**src/uirq_pkg.sv**
```systemverilog
// Package with register map, field positions and carrier types of the UART interrupt and DMA control block.
`default_nettype none

package uirq_pkg;

   // Number of interrupt sources and width of the status registers.
   localparam int unsigned SRC_N   = 11;
   localparam int unsigned DATA_W  = 32;
   localparam int unsigned DMA_W   = 3;
   localparam int unsigned EVT_W   = 2;

   // Register byte offsets on the APB.
   localparam logic [7:0] OFS_RAW    = 8'h00;
   localparam logic [7:0] OFS_MASKED = 8'h04;
   localparam logic [7:0] OFS_CLEAR  = 8'h08;
   localparam logic [7:0] OFS_DMA    = 8'h0C;
   localparam logic [7:0] OFS_MASK   = 8'h10;
   localparam logic [7:0] OFS_EVT    = 8'h14;
   localparam logic [7:0] OFS_EVTMSK = 8'h18;

   // Source positions shared by raw, masked, mask and clear registers.
   localparam int unsigned BIT_OVERRUN = 10;
   localparam int unsigned BIT_BREAK   = 9;
   localparam int unsigned BIT_PARITY  = 8;
   localparam int unsigned BIT_FRAMING = 7;
   localparam int unsigned BIT_TIMEOUT = 6;
   localparam int unsigned BIT_TX      = 5;
   localparam int unsigned BIT_RX      = 4;
   localparam int unsigned BIT_MODEM_HI = 3;

   // Error sources occupy the contiguous span framing up to overrun.
   localparam int unsigned ERR_LO = BIT_FRAMING;
   localparam int unsigned ERR_HI = BIT_OVERRUN;

   // DMA control field positions.
   localparam int unsigned DMA_RX_EN    = 0;
   localparam int unsigned DMA_TX_EN    = 1;
   localparam int unsigned DMA_STOP_ERR = 2;

   // Block event status positions.
   localparam int unsigned EVT_RX_BLOCK = 0;
   localparam int unsigned EVT_BAD_ACC  = 1;

   // Reset values.
   localparam logic [SRC_N-1:0] RAW_RST  = 11'h000;
   localparam logic [SRC_N-1:0] MASK_RST = 11'h000;
   localparam logic [DMA_W-1:0] DMA_RST  = 3'h0;
   localparam logic [EVT_W-1:0] EVT_RST  = 2'h0;
   localparam logic [DATA_W-1:0] ZERO_W  = 32'h0000_0000;

   // One bit per interrupt source, laid out in register order.
   typedef struct packed {
      logic overrun;
      logic brk;
      logic parity;
      logic framing;
      logic rx_timeout;
      logic tx;
      logic rx;
      logic set_ready;
      logic carrier;
      logic clear_to_send;
      logic ring;
   } uirq_src_s;

   // DMA request group, both as FIFO-side inputs and controller-side outputs.
   typedef struct packed {
      logic tx_single;
      logic tx_burst;
      logic rx_single;
      logic rx_burst;
   } uirq_dma_s;

endpackage : uirq_pkg

`default_nettype wire

```
**src/uirq_flag_bank.sv**
```systemverilog
// Bank of sticky flags where a set pulse wins over a same-cycle clear.
`default_nettype none
`timescale 1ns/1ps

module uirq_flag_bank #(
   parameter int unsigned W = 11                 // Number of flags.
) (
   input  wire logic         pclk,               // Clock.
   input  wire logic         presetn,            // Asynchronous reset, active low.
   input  wire logic         ce,                 // Clock enable, freezes flags while low.
   input  wire logic [W-1:0] set,                // Per-flag set pulses.
   input  wire logic [W-1:0] clr,                // Per-flag clear pulses.
   output logic      [W-1:0] flags               // Current flag values.
);

   // One sticky flag per bit; the set term is ORed last so it wins.
   for (genvar i = 0; i < W; i++) begin : g_flag
      always_ff @(posedge pclk or negedge presetn) begin
         if (!presetn) begin
            flags[i] <= 1'b0;
         end else if (ce) begin
            flags[i] <= set[i] | (flags[i] & ~clr[i]);
         end
      end
   end

endmodule : uirq_flag_bank

`default_nettype wire

```
**src/uirq_ctrl.sv**
```systemverilog
// Top of the UART interrupt status and DMA request control block with its APB slave.
`default_nettype none
`timescale 1ns/1ps

module uirq_ctrl #(
   parameter int unsigned ADDR_W = 8             // APB address width.
) (
   input  wire logic                  pclk,      // Clock, 100 MHz.
   input  wire logic                  presetn,   // Asynchronous reset, active low.
   input  wire logic                  ce,        // Clock enable, freezes all state.
   input  wire logic                  psel,      // APB select.
   input  wire logic                  penable,   // APB enable.
   input  wire logic                  pwrite,    // APB direction, high for write.
   input  wire logic [ADDR_W-1:0]     paddr,     // APB byte address.
   input  wire logic [31:0]           pwdata,    // APB write data.
   output logic                       pready,    // APB ready.
   output logic      [31:0]           prdata,    // APB read data.
   output logic                       pslverr,   // APB error for unmapped addresses.
   input  wire uirq_pkg::uirq_src_s   src_evt,   // Event pulses from the UART sources.
   input  wire uirq_pkg::uirq_dma_s   dma_in,    // Raw DMA requests from the FIFO logic.
   output uirq_pkg::uirq_dma_s        dma_req,   // Gated DMA requests to the controller.
   output uirq_pkg::uirq_src_s        masked_irq,// Per-source masked interrupt lines.
   output logic                       err_irq,   // Combined error interrupt.
   output logic                       irq        // Combined interrupt line.
);

   localparam int unsigned N  = uirq_pkg::SRC_N;
   localparam int unsigned EW = uirq_pkg::EVT_W;

   // Raw status flags, one per source.
   logic [N-1:0]                  raw;
   // Mask register, one enable per source.
   logic [N-1:0]                  mask;
   // DMA control register.
   logic [uirq_pkg::DMA_W-1:0]    dma_ctrl;
   // Sticky block events and their mask.
   logic [EW-1:0]                 evt;
   logic [EW-1:0]                 evt_mask;
   // Masked view of the sources.
   logic [N-1:0]                  masked;
   // Error interrupt formed from the masked error sources.
   logic                          err_now;
   // Bus phase decode.
   logic                          setup;
   logic                          done;
   logic                          wr_done;
   logic                          rd_done;
   // Address decode.
   logic                          sel_raw;
   logic                          sel_masked;
   logic                          sel_clear;
   logic                          sel_dma;
   logic                          sel_mask;
   logic                          sel_evt;
   logic                          sel_evtmsk;
   logic                          hit;
   // Read multiplexer output.
   logic [31:0]                   rd_mux;
   // Clear and set vectors for the flag banks.
   logic [N-1:0]                  raw_clr;
   logic [N-1:0]                  raw_set;
   logic [EW-1:0]                 evt_set;
   logic [EW-1:0]                 evt_clr;
   // Receive DMA blocked by the stop-on-error option.
   logic                          rx_block;

   // Bus phases: setup is the first cycle, done the completing access edge.
   assign setup   = psel & ~penable;
   assign done    = psel & penable & pready;
   assign wr_done = done & pwrite;
   assign rd_done = done & ~pwrite;

   // Address decode against the register map.
   always_comb begin
      sel_raw    = (paddr == ADDR_W'(uirq_pkg::OFS_RAW));
      sel_masked = (paddr == ADDR_W'(uirq_pkg::OFS_MASKED));
      sel_clear  = (paddr == ADDR_W'(uirq_pkg::OFS_CLEAR));
      sel_dma    = (paddr == ADDR_W'(uirq_pkg::OFS_DMA));
      sel_mask   = (paddr == ADDR_W'(uirq_pkg::OFS_MASK));
      sel_evt    = (paddr == ADDR_W'(uirq_pkg::OFS_EVT));
      sel_evtmsk = (paddr == ADDR_W'(uirq_pkg::OFS_EVTMSK));
      hit        = sel_raw | sel_masked | sel_clear | sel_dma | sel_mask | sel_evt | sel_evtmsk;
   end

   // Masked view; a masked flag only rises while its mask bit is one.
   assign masked  = raw & mask;
   assign err_now = |masked[uirq_pkg::ERR_HI:uirq_pkg::ERR_LO];

   // Read multiplexer; unused upper bits are always zero.
   always_comb begin
      rd_mux = uirq_pkg::ZERO_W;
      if (sel_raw) begin
         rd_mux[N-1:0] = raw;
      end else if (sel_masked) begin
         rd_mux[N-1:0] = masked;
      end else if (sel_dma) begin
         rd_mux[uirq_pkg::DMA_W-1:0] = dma_ctrl;
      end else if (sel_mask) begin
         rd_mux[N-1:0] = mask;
      end else if (sel_evt) begin
         rd_mux[EW-1:0] = evt;
      end else if (sel_evtmsk) begin
         rd_mux[EW-1:0] = evt_mask;
      end
   end

   // Clear vector from a write to the clear register; zeros leave flags alone.
   assign raw_clr = (wr_done && sel_clear) ? pwdata[N-1:0] : '0;
   assign raw_set = src_evt;

   // Block events: blocked receive DMA, and access to an unmapped address.
   assign rx_block = dma_ctrl[uirq_pkg::DMA_STOP_ERR] & err_now;
   always_comb begin
      evt_set = '0;
      evt_set[uirq_pkg::EVT_RX_BLOCK] = rx_block & dma_ctrl[uirq_pkg::DMA_RX_EN]
                                        & (dma_in.rx_single | dma_in.rx_burst);
      evt_set[uirq_pkg::EVT_BAD_ACC]  = setup & ~hit;
   end
   // A completed read clears only the events it reported; one that lands after setup stays pending.
   assign evt_clr = (rd_done && sel_evt) ? prdata[EW-1:0] : '0;

   // Raw source flags; all reset to zero, the modem bits included.
   uirq_flag_bank #(
      .W       (N)
   ) u_raw (
      .pclk    (pclk),
      .presetn (presetn),
      .ce      (ce),
      .set     (raw_set),
      .clr     (raw_clr),
      .flags   (raw)
   );

   // Sticky block events, cleared by reading them.
   uirq_flag_bank #(
      .W       (EW)
   ) u_evt (
      .pclk    (pclk),
      .presetn (presetn),
      .ce      (ce),
      .set     (evt_set),
      .clr     (evt_clr),
      .flags   (evt)
   );

   // Ready rises for the access cycle that follows each setup cycle.
   always_ff @(posedge pclk or negedge presetn) begin
      if (!presetn) begin
         pready <= 1'b0;
      end else if (ce) begin
         pready <= setup;
      end
   end

   // Read data captured in setup so the answer comes from a flip-flop.
   always_ff @(posedge pclk or negedge presetn) begin
      if (!presetn) begin
         prdata <= uirq_pkg::ZERO_W;
      end else if (ce && setup) begin
         prdata <= pwrite ? uirq_pkg::ZERO_W : rd_mux;
      end
   end

   // Error response for unmapped addresses.
   always_ff @(posedge pclk or negedge presetn) begin
      if (!presetn) begin
         pslverr <= 1'b0;
      end else if (ce) begin
         pslverr <= setup & ~hit;
      end
   end

   // Mask register: ones set, zeros clear each source's mask.
   always_ff @(posedge pclk or negedge presetn) begin
      if (!presetn) begin
         mask <= uirq_pkg::MASK_RST;
      end else if (ce && wr_done && sel_mask) begin
         mask <= pwdata[N-1:0];
      end
   end

   // DMA control register, cleared on reset so DMA starts off.
   always_ff @(posedge pclk or negedge presetn) begin
      if (!presetn) begin
         dma_ctrl <= uirq_pkg::DMA_RST;
      end else if (ce && wr_done && sel_dma) begin
         dma_ctrl <= pwdata[uirq_pkg::DMA_W-1:0];
      end
   end

   // Event mask register.
   always_ff @(posedge pclk or negedge presetn) begin
      if (!presetn) begin
         evt_mask <= uirq_pkg::EVT_RST;
      end else if (ce && wr_done && sel_evtmsk) begin
         evt_mask <= pwdata[EW-1:0];
      end
   end

   // Gated DMA requests; receive requests drop while blocked by an error.
   always_ff @(posedge pclk or negedge presetn) begin
      if (!presetn) begin
         dma_req <= '0;
      end else if (ce) begin
         dma_req.tx_single <= dma_in.tx_single & dma_ctrl[uirq_pkg::DMA_TX_EN];
         dma_req.tx_burst  <= dma_in.tx_burst  & dma_ctrl[uirq_pkg::DMA_TX_EN];
         dma_req.rx_single <= dma_in.rx_single & dma_ctrl[uirq_pkg::DMA_RX_EN] & ~rx_block;
         dma_req.rx_burst  <= dma_in.rx_burst  & dma_ctrl[uirq_pkg::DMA_RX_EN] & ~rx_block;
      end
   end

   // Registered interrupt outputs.
   always_ff @(posedge pclk or negedge presetn) begin
      if (!presetn) begin
         masked_irq <= '0;
         err_irq    <= 1'b0;
         irq        <= 1'b0;
      end else if (ce) begin
         masked_irq <= masked;
         err_irq    <= err_now;
         irq        <= (|masked) | (|(evt & evt_mask));
      end
   end
endmodule : uirq_ctrl

`default_nettype wire

```
**config.mk**
```make
export PLATFORM = sky130hd
export DESIGN_NAME = uirq_ctrl
export DESIGN_NICKNAME = d
export VERILOG_FILES = /design/src/uirq_pkg.sv /design/src/uirq_flag_bank.sv /design/src/uirq_ctrl.sv
export SDC_FILE = /design/constraint.sdc
export NUM_CORES = 1
export LEC_CHECK = 0
export ABC_AREA = 1
export BUFFER_PORTS_ARGS = -buffer_cell sky130_fd_sc_hd__buf_4
export CAP_MARGIN = 5
export CORE_UTILIZATION = 50
export CTS_CLUSTER_DIAMETER = 120
export DETAILED_ROUTE_END_ITERATION = 16
export PLACE_DENSITY = 0.81
export SYNTH_ARGS = -nofsm -noshare
export SYNTH_HDL_FRONTEND = slang
export SYNTH_SLANG_ARGS = --single-unit
```
**constraint.sdc**
```tcl
create_clock -name pclk -period 1.9 [get_ports pclk]
set_input_delay 0.285 -clock pclk [delete_from_list [all_inputs] [get_ports pclk]]
set_output_delay 0.285 -clock pclk [all_outputs]
set_load 0.01 [all_outputs]
```
# Yosys cells after proc, flatten, opt, wreduce, memory -nomap -nowiden
# Cells that the tools add are included.
# totals
regBits,80
in_bits,61
word_cells,132
# classes
bitwise,68
n_mux,11
reduce_logical,11
eq_ne,6
# op_table
op,count
$mux 11,4
$and 1x1->1,28
$eq 8x5->1 const B,3
$or 1x1->1,21
$not 1->1,17
$eq 8x4->1 const B,2
$and 11x11->11,1
$reduce_or 11->1,1
$mux 9,1
$eq 8x3->1 const B,1
$logic_not 8->1,1
$mux 2,4
$mux 8,1
$logic_and 1x1->1,7
$reduce_or 4->1,1
$mux 3,1
$and 2x2->2,1
$reduce_or 2->1,1

# Depth between registers and ports, before layout
# logic_depth
ltp_word,10
ltp_mapped,11

# Cells and area by module
# Synthesis repeated with hierarchy kept, for this count alone.
# unflattened
hier_cells,393
area_unflattened_um2,3004.1
# by_module_without_submodules
module,area_each_um2,instances,cells_per_inst
uirq_ctrl,2464.9,1,326
uirq_flag_bank at u_raw,459.2,1,57
uirq_flag_bank at u_evt,80.1,1,10

# Worst setup path before layout
# No wires, ideal clock.
# synth_timing
path_kind,input port to flip-flop
startpoint,in paddr[0]
endpoint,reg mask[10]
path_buffers,0
path_stages,7
t_arrival_ns,1.087
slack_ns,0.685
path_cell_list,inv_2 > nand2_2 > nor2_8 > nand2_2 > inv_2 > nand2_2 > mux2_1
# synth_between
elab_chain_cells,2
# synth_rtl
item,line,source
from (decl),uirq_ctrl.sv:14,"input wire logic [ADDR_W-1:0] paddr,"
$eq 8x5->1,uirq_ctrl.sv:79,sel_mask = (paddr == ADDR_W'(uirq_pkg::OFS_MASK));
$logic_and 1x1->1,uirq_ctrl.sv:177,end else if (ce && wr_done && sel_mask) begin
to (signal assigned),uirq_ctrl.sv:176,mask <= uirq_pkg::MASK_RST;
to (signal assigned),uirq_ctrl.sv:178,mask <= pwdata[N-1:0];
to (decl),uirq_ctrl.sv:33,logic [N-1:0] mask;
# No other way between the ends.
# A chain may end at the register's enable or synchronous reset.

# Final worst setup path
# layout_timing
startpoint,reg pready
endpoint,reg mask[8]
# layout_between
elab_chain_cells,4
# layout_rtl
item,line,source
from (decl),uirq_ctrl.sv:16,"output logic pready,"
from (signal assigned),uirq_ctrl.sv:151,pready <= setup;
$and 1x1->1,uirq_ctrl.sv:69,assign done = psel & penable & pready;
$and 1x1->1,uirq_ctrl.sv:70,assign wr_done = done & pwrite;
$logic_and 1x1->1 (2 in series),uirq_ctrl.sv:177,
# No other way between the ends.

==> results.json <==
{
  "status": "finished, violations left",
  "failed_checks": "negative hold slack",
  "postCtsSetupBuffers": 0,
  "die_h_um": 80.3,
  "cts_tree": "done",
  "track_usage_pct": 24.2,
  "r2r_slack_ps": 460,
  "clock.fmax_mhz": 693,
  "synth_ff_type": "dfrtp_1",
  "die_area_um2": 6450,
  "setup_viol": 0,
  "overflow": 0,
  "grt_max_degree": 60,
  "slew_headroom_pct": 52.6,
  "synth_edf_count": 0,
  "synth_cell_types": 31,
  "numClockSinks": 59,
  "reg2reg_from": "pready$_DFFE_PN0P_",
  "diodes": 0,
  "place_ws_ps": 352,
  "cp_max_fo": 12,
  "totalPowerFinal_mw": 2.59,
  "ys_warn_count": 0,
  "end_kind": "flop",
  "area_growth_pct": 22.9,
  "final_area_um2": 3760,
  "port_buffers": 69,
  "chipWidth_um": 80.3,
  "initial_core_util_pct": 51.8,
  "antenna_found_initial": 0,
  "synthArstFlopShare_pct": 100,
  "tightest_slew_ps": 711,
  "nFillCells": 521,
  "post-route-period-util_pct": 76.0,
  "worstSetupPathType": "reg -> reg",
  "h-tree-depth": 3,
  "syn_inst": 374,
  "start_kind": "flop",
  "timing.final.ws_setup_ps": 457,
  "startpoint": "pready$_DFFE_PN0P_",
  "hold_viol_final": 3,
  "ir_drop_v": 0.000390,
  "cts_resized": 0,
  "drt-wirelength-per-cell_um": 13.5,
  "avgSynthCellArea_um2": 8.19,
  "slew_violations": 0,
  "place_congestion": 0.856,
  "endpoint": "mask[8]$_DFFE_PN0P_",
  "ant_nets": 0,
  "synth_seq_area_share_pct": 48.2,
  "hold_path.class": "in -> async",
  "yosys-top-cells-count": "98 x nand2_1, 59 x dfrtp_1, 39 x o21ai_1, 35 x inv_1, 23 x buf_4",
  "grt_pass1_wl_mm": 11.7,
  "hold_slack_ps": -2.01,
  "num_vias": 2673,
  "fin_nets": 508,
  "dpl_cell_area_um2": 3570,
  "drive_gt1_share_pct": 26.8,
  "ys_seq_elements": 59,
  "rsz0062_at_grt": "no",
  "ctsHoldBuffers": 0,
  "ys_top_cells_by_area": "dfrtp_1 48%, nand2_1 12%, o21ai_1 6.4%, buf_4 5.6%, inv_1 4.3%",
  "grt_pass1_vias": 2445,
  "reg2reg_depth": 8,
  "cap_violations": 0,
  "remaining_drc_errors": 0,
  "yosysMostFrequentCell": "nand2_1",
  "synth_top_area_share_pct": 48.2,
  "cts_buffers": 9,
  "skew_ps": 9.14,
  "critPathArrivalTime_ps": 1670,
  "io_pins": 112,
  "num_rows": 28,
  "root_buffer": "clkbuf_8",
  "drt_iter0_markers": 182,
  "synth_area_um2": 3060,
  "critPathRequiredTime_ps": 2120,
  "leakage_nw": 1.97,
  "min_period_ps": 1440,
  "path_clk_slew_ps": 70,
  "via_per_inst": 5.08,
  "clock_path_buffers": 2,
  "core_area_um2": 5920,
  "dpl.hpwl_mm": 5.32,
  "reg2reg_to": "mask[8]$_DFFE_PN0P_",
  "netlist.top_cell.by_area": "dfrtp_1",
  "p_per_area_nw_per_um2": 689,
  "insertion_delay_ps": 340,
  "first_pass_iters": 4,
  "tns_ps": 0,
  "wirelength_mm": 7.08
}
==> cells in the final DEF (no fill, tap or decap), drive strengths merged, types with 12 or more instances in the layout <==
master and n:
nor3 13, nor2 20, dfrtp 59, nand2 105
inv 42, a21oi 12, o21ai 59, conb 21
buf 75, nand3 19
==> state kept, by name, summed over array words and instances (netlist names) <==
signal       cells
mask            11
u_evt.flags      2
pslverr          1
err_irq          1
pready           1
evt_mask         2
prdata          11
u_raw.flags     11
masked_irq      11
dma_ctrl         3
dma_req          4
irq              1
==> layer usage <==
layer,part of all wire [%],global-route usage [%],wire length [µm],up-vias
met4,1.6,9.82,112,0
met2,46,36.2,3290,95
met5,0,0,0,-
met3,5.3,3.64,378,12
met1,47,35.0,3300,1260
li1,-,-,-,1306
==> layout make-up <==
| cell class | count | area, µm² | share of cell area, % |
|---|---|---|---|
| timing repair buffer | 75 | 563 | 15.0 |
| sequential | 59 | 1480 | 39.2 |
| multi-input combinational | 258 | 1270 | 33.8 |
| clock buffer | 10 | 138 | 3.66 |
| inverter | 44 | 168 | 4.45 |
| tap | 75 | 93.8 | 2.49 |
| clock inverter | 5 | 53.8 | 1.43 |
==> power by group <==
group | switching (mW) | internal (mW) | total, mW
Clock | 0.482 | 0.629 | 1.11
Sequential | 0.00507 | 1.26 | 1.27
Combinational | 0.133 | 0.0827 | 0.216
Total | 0.620 | 1.97 | 2.59
==> per-stage QoR <==
step           instances  hold WS [ps]  utilization, %
6_report             526         -2.01            63.6
3_3_place_gp         511           382            60.4
3_5_place_dp         511           386            60.4
2_1_floorplan        394         -10.6               -
5_1_grt              526          57.0            63.6
4_1_cts              526          20.5            63.6
==> how the worst min path moves through the flow <==
stage | startpoint | endpoint | slack [ps] | cells past startpoint
finish | presetn | masked_irq[8]$_DFFE_PN0P_ | -2 | 1
global route | presetn | masked_irq[7]$_DFFE_PN0P_ | 60 | 1
CTS | presetn | masked_irq[8]$_DFFE_PN0P_ | 20 | 1
detailed placement | presetn | masked_irq[8]$_DFFE_PN0P_ | 390 | 1
global placement | presetn | masked_irq[8]$_DFFE_PN0P_ | 380 | 1
floorplan | presetn | dma_ctrl[0]$_DFFE_PN0P_ | -10 | 0
==> cells by family (layout without fill, tap and decap cells) <==
group	Yosys count	in the layout	share of synthesized area, %
and+or+nand+nor	159	159	25.5
AOI/OAI and AO/OA	77	77	13.1
buffers and inverters	77	134	12.7
DFF	59	59	48.2
other	1	21	0.122
muxes	1	1	0.367
==> worst max-delay path, stage by stage, from the launching register on <==
cell     delay, ps
dfrtp_1        370
nand3_1        130
nor2_1         120
nand2_1         90
inv_1          120
nand2_2        150
buf_4          220
nand2_1         80
o21ai_1         70
No activity file was read; power rests on OpenSTA's default activity.
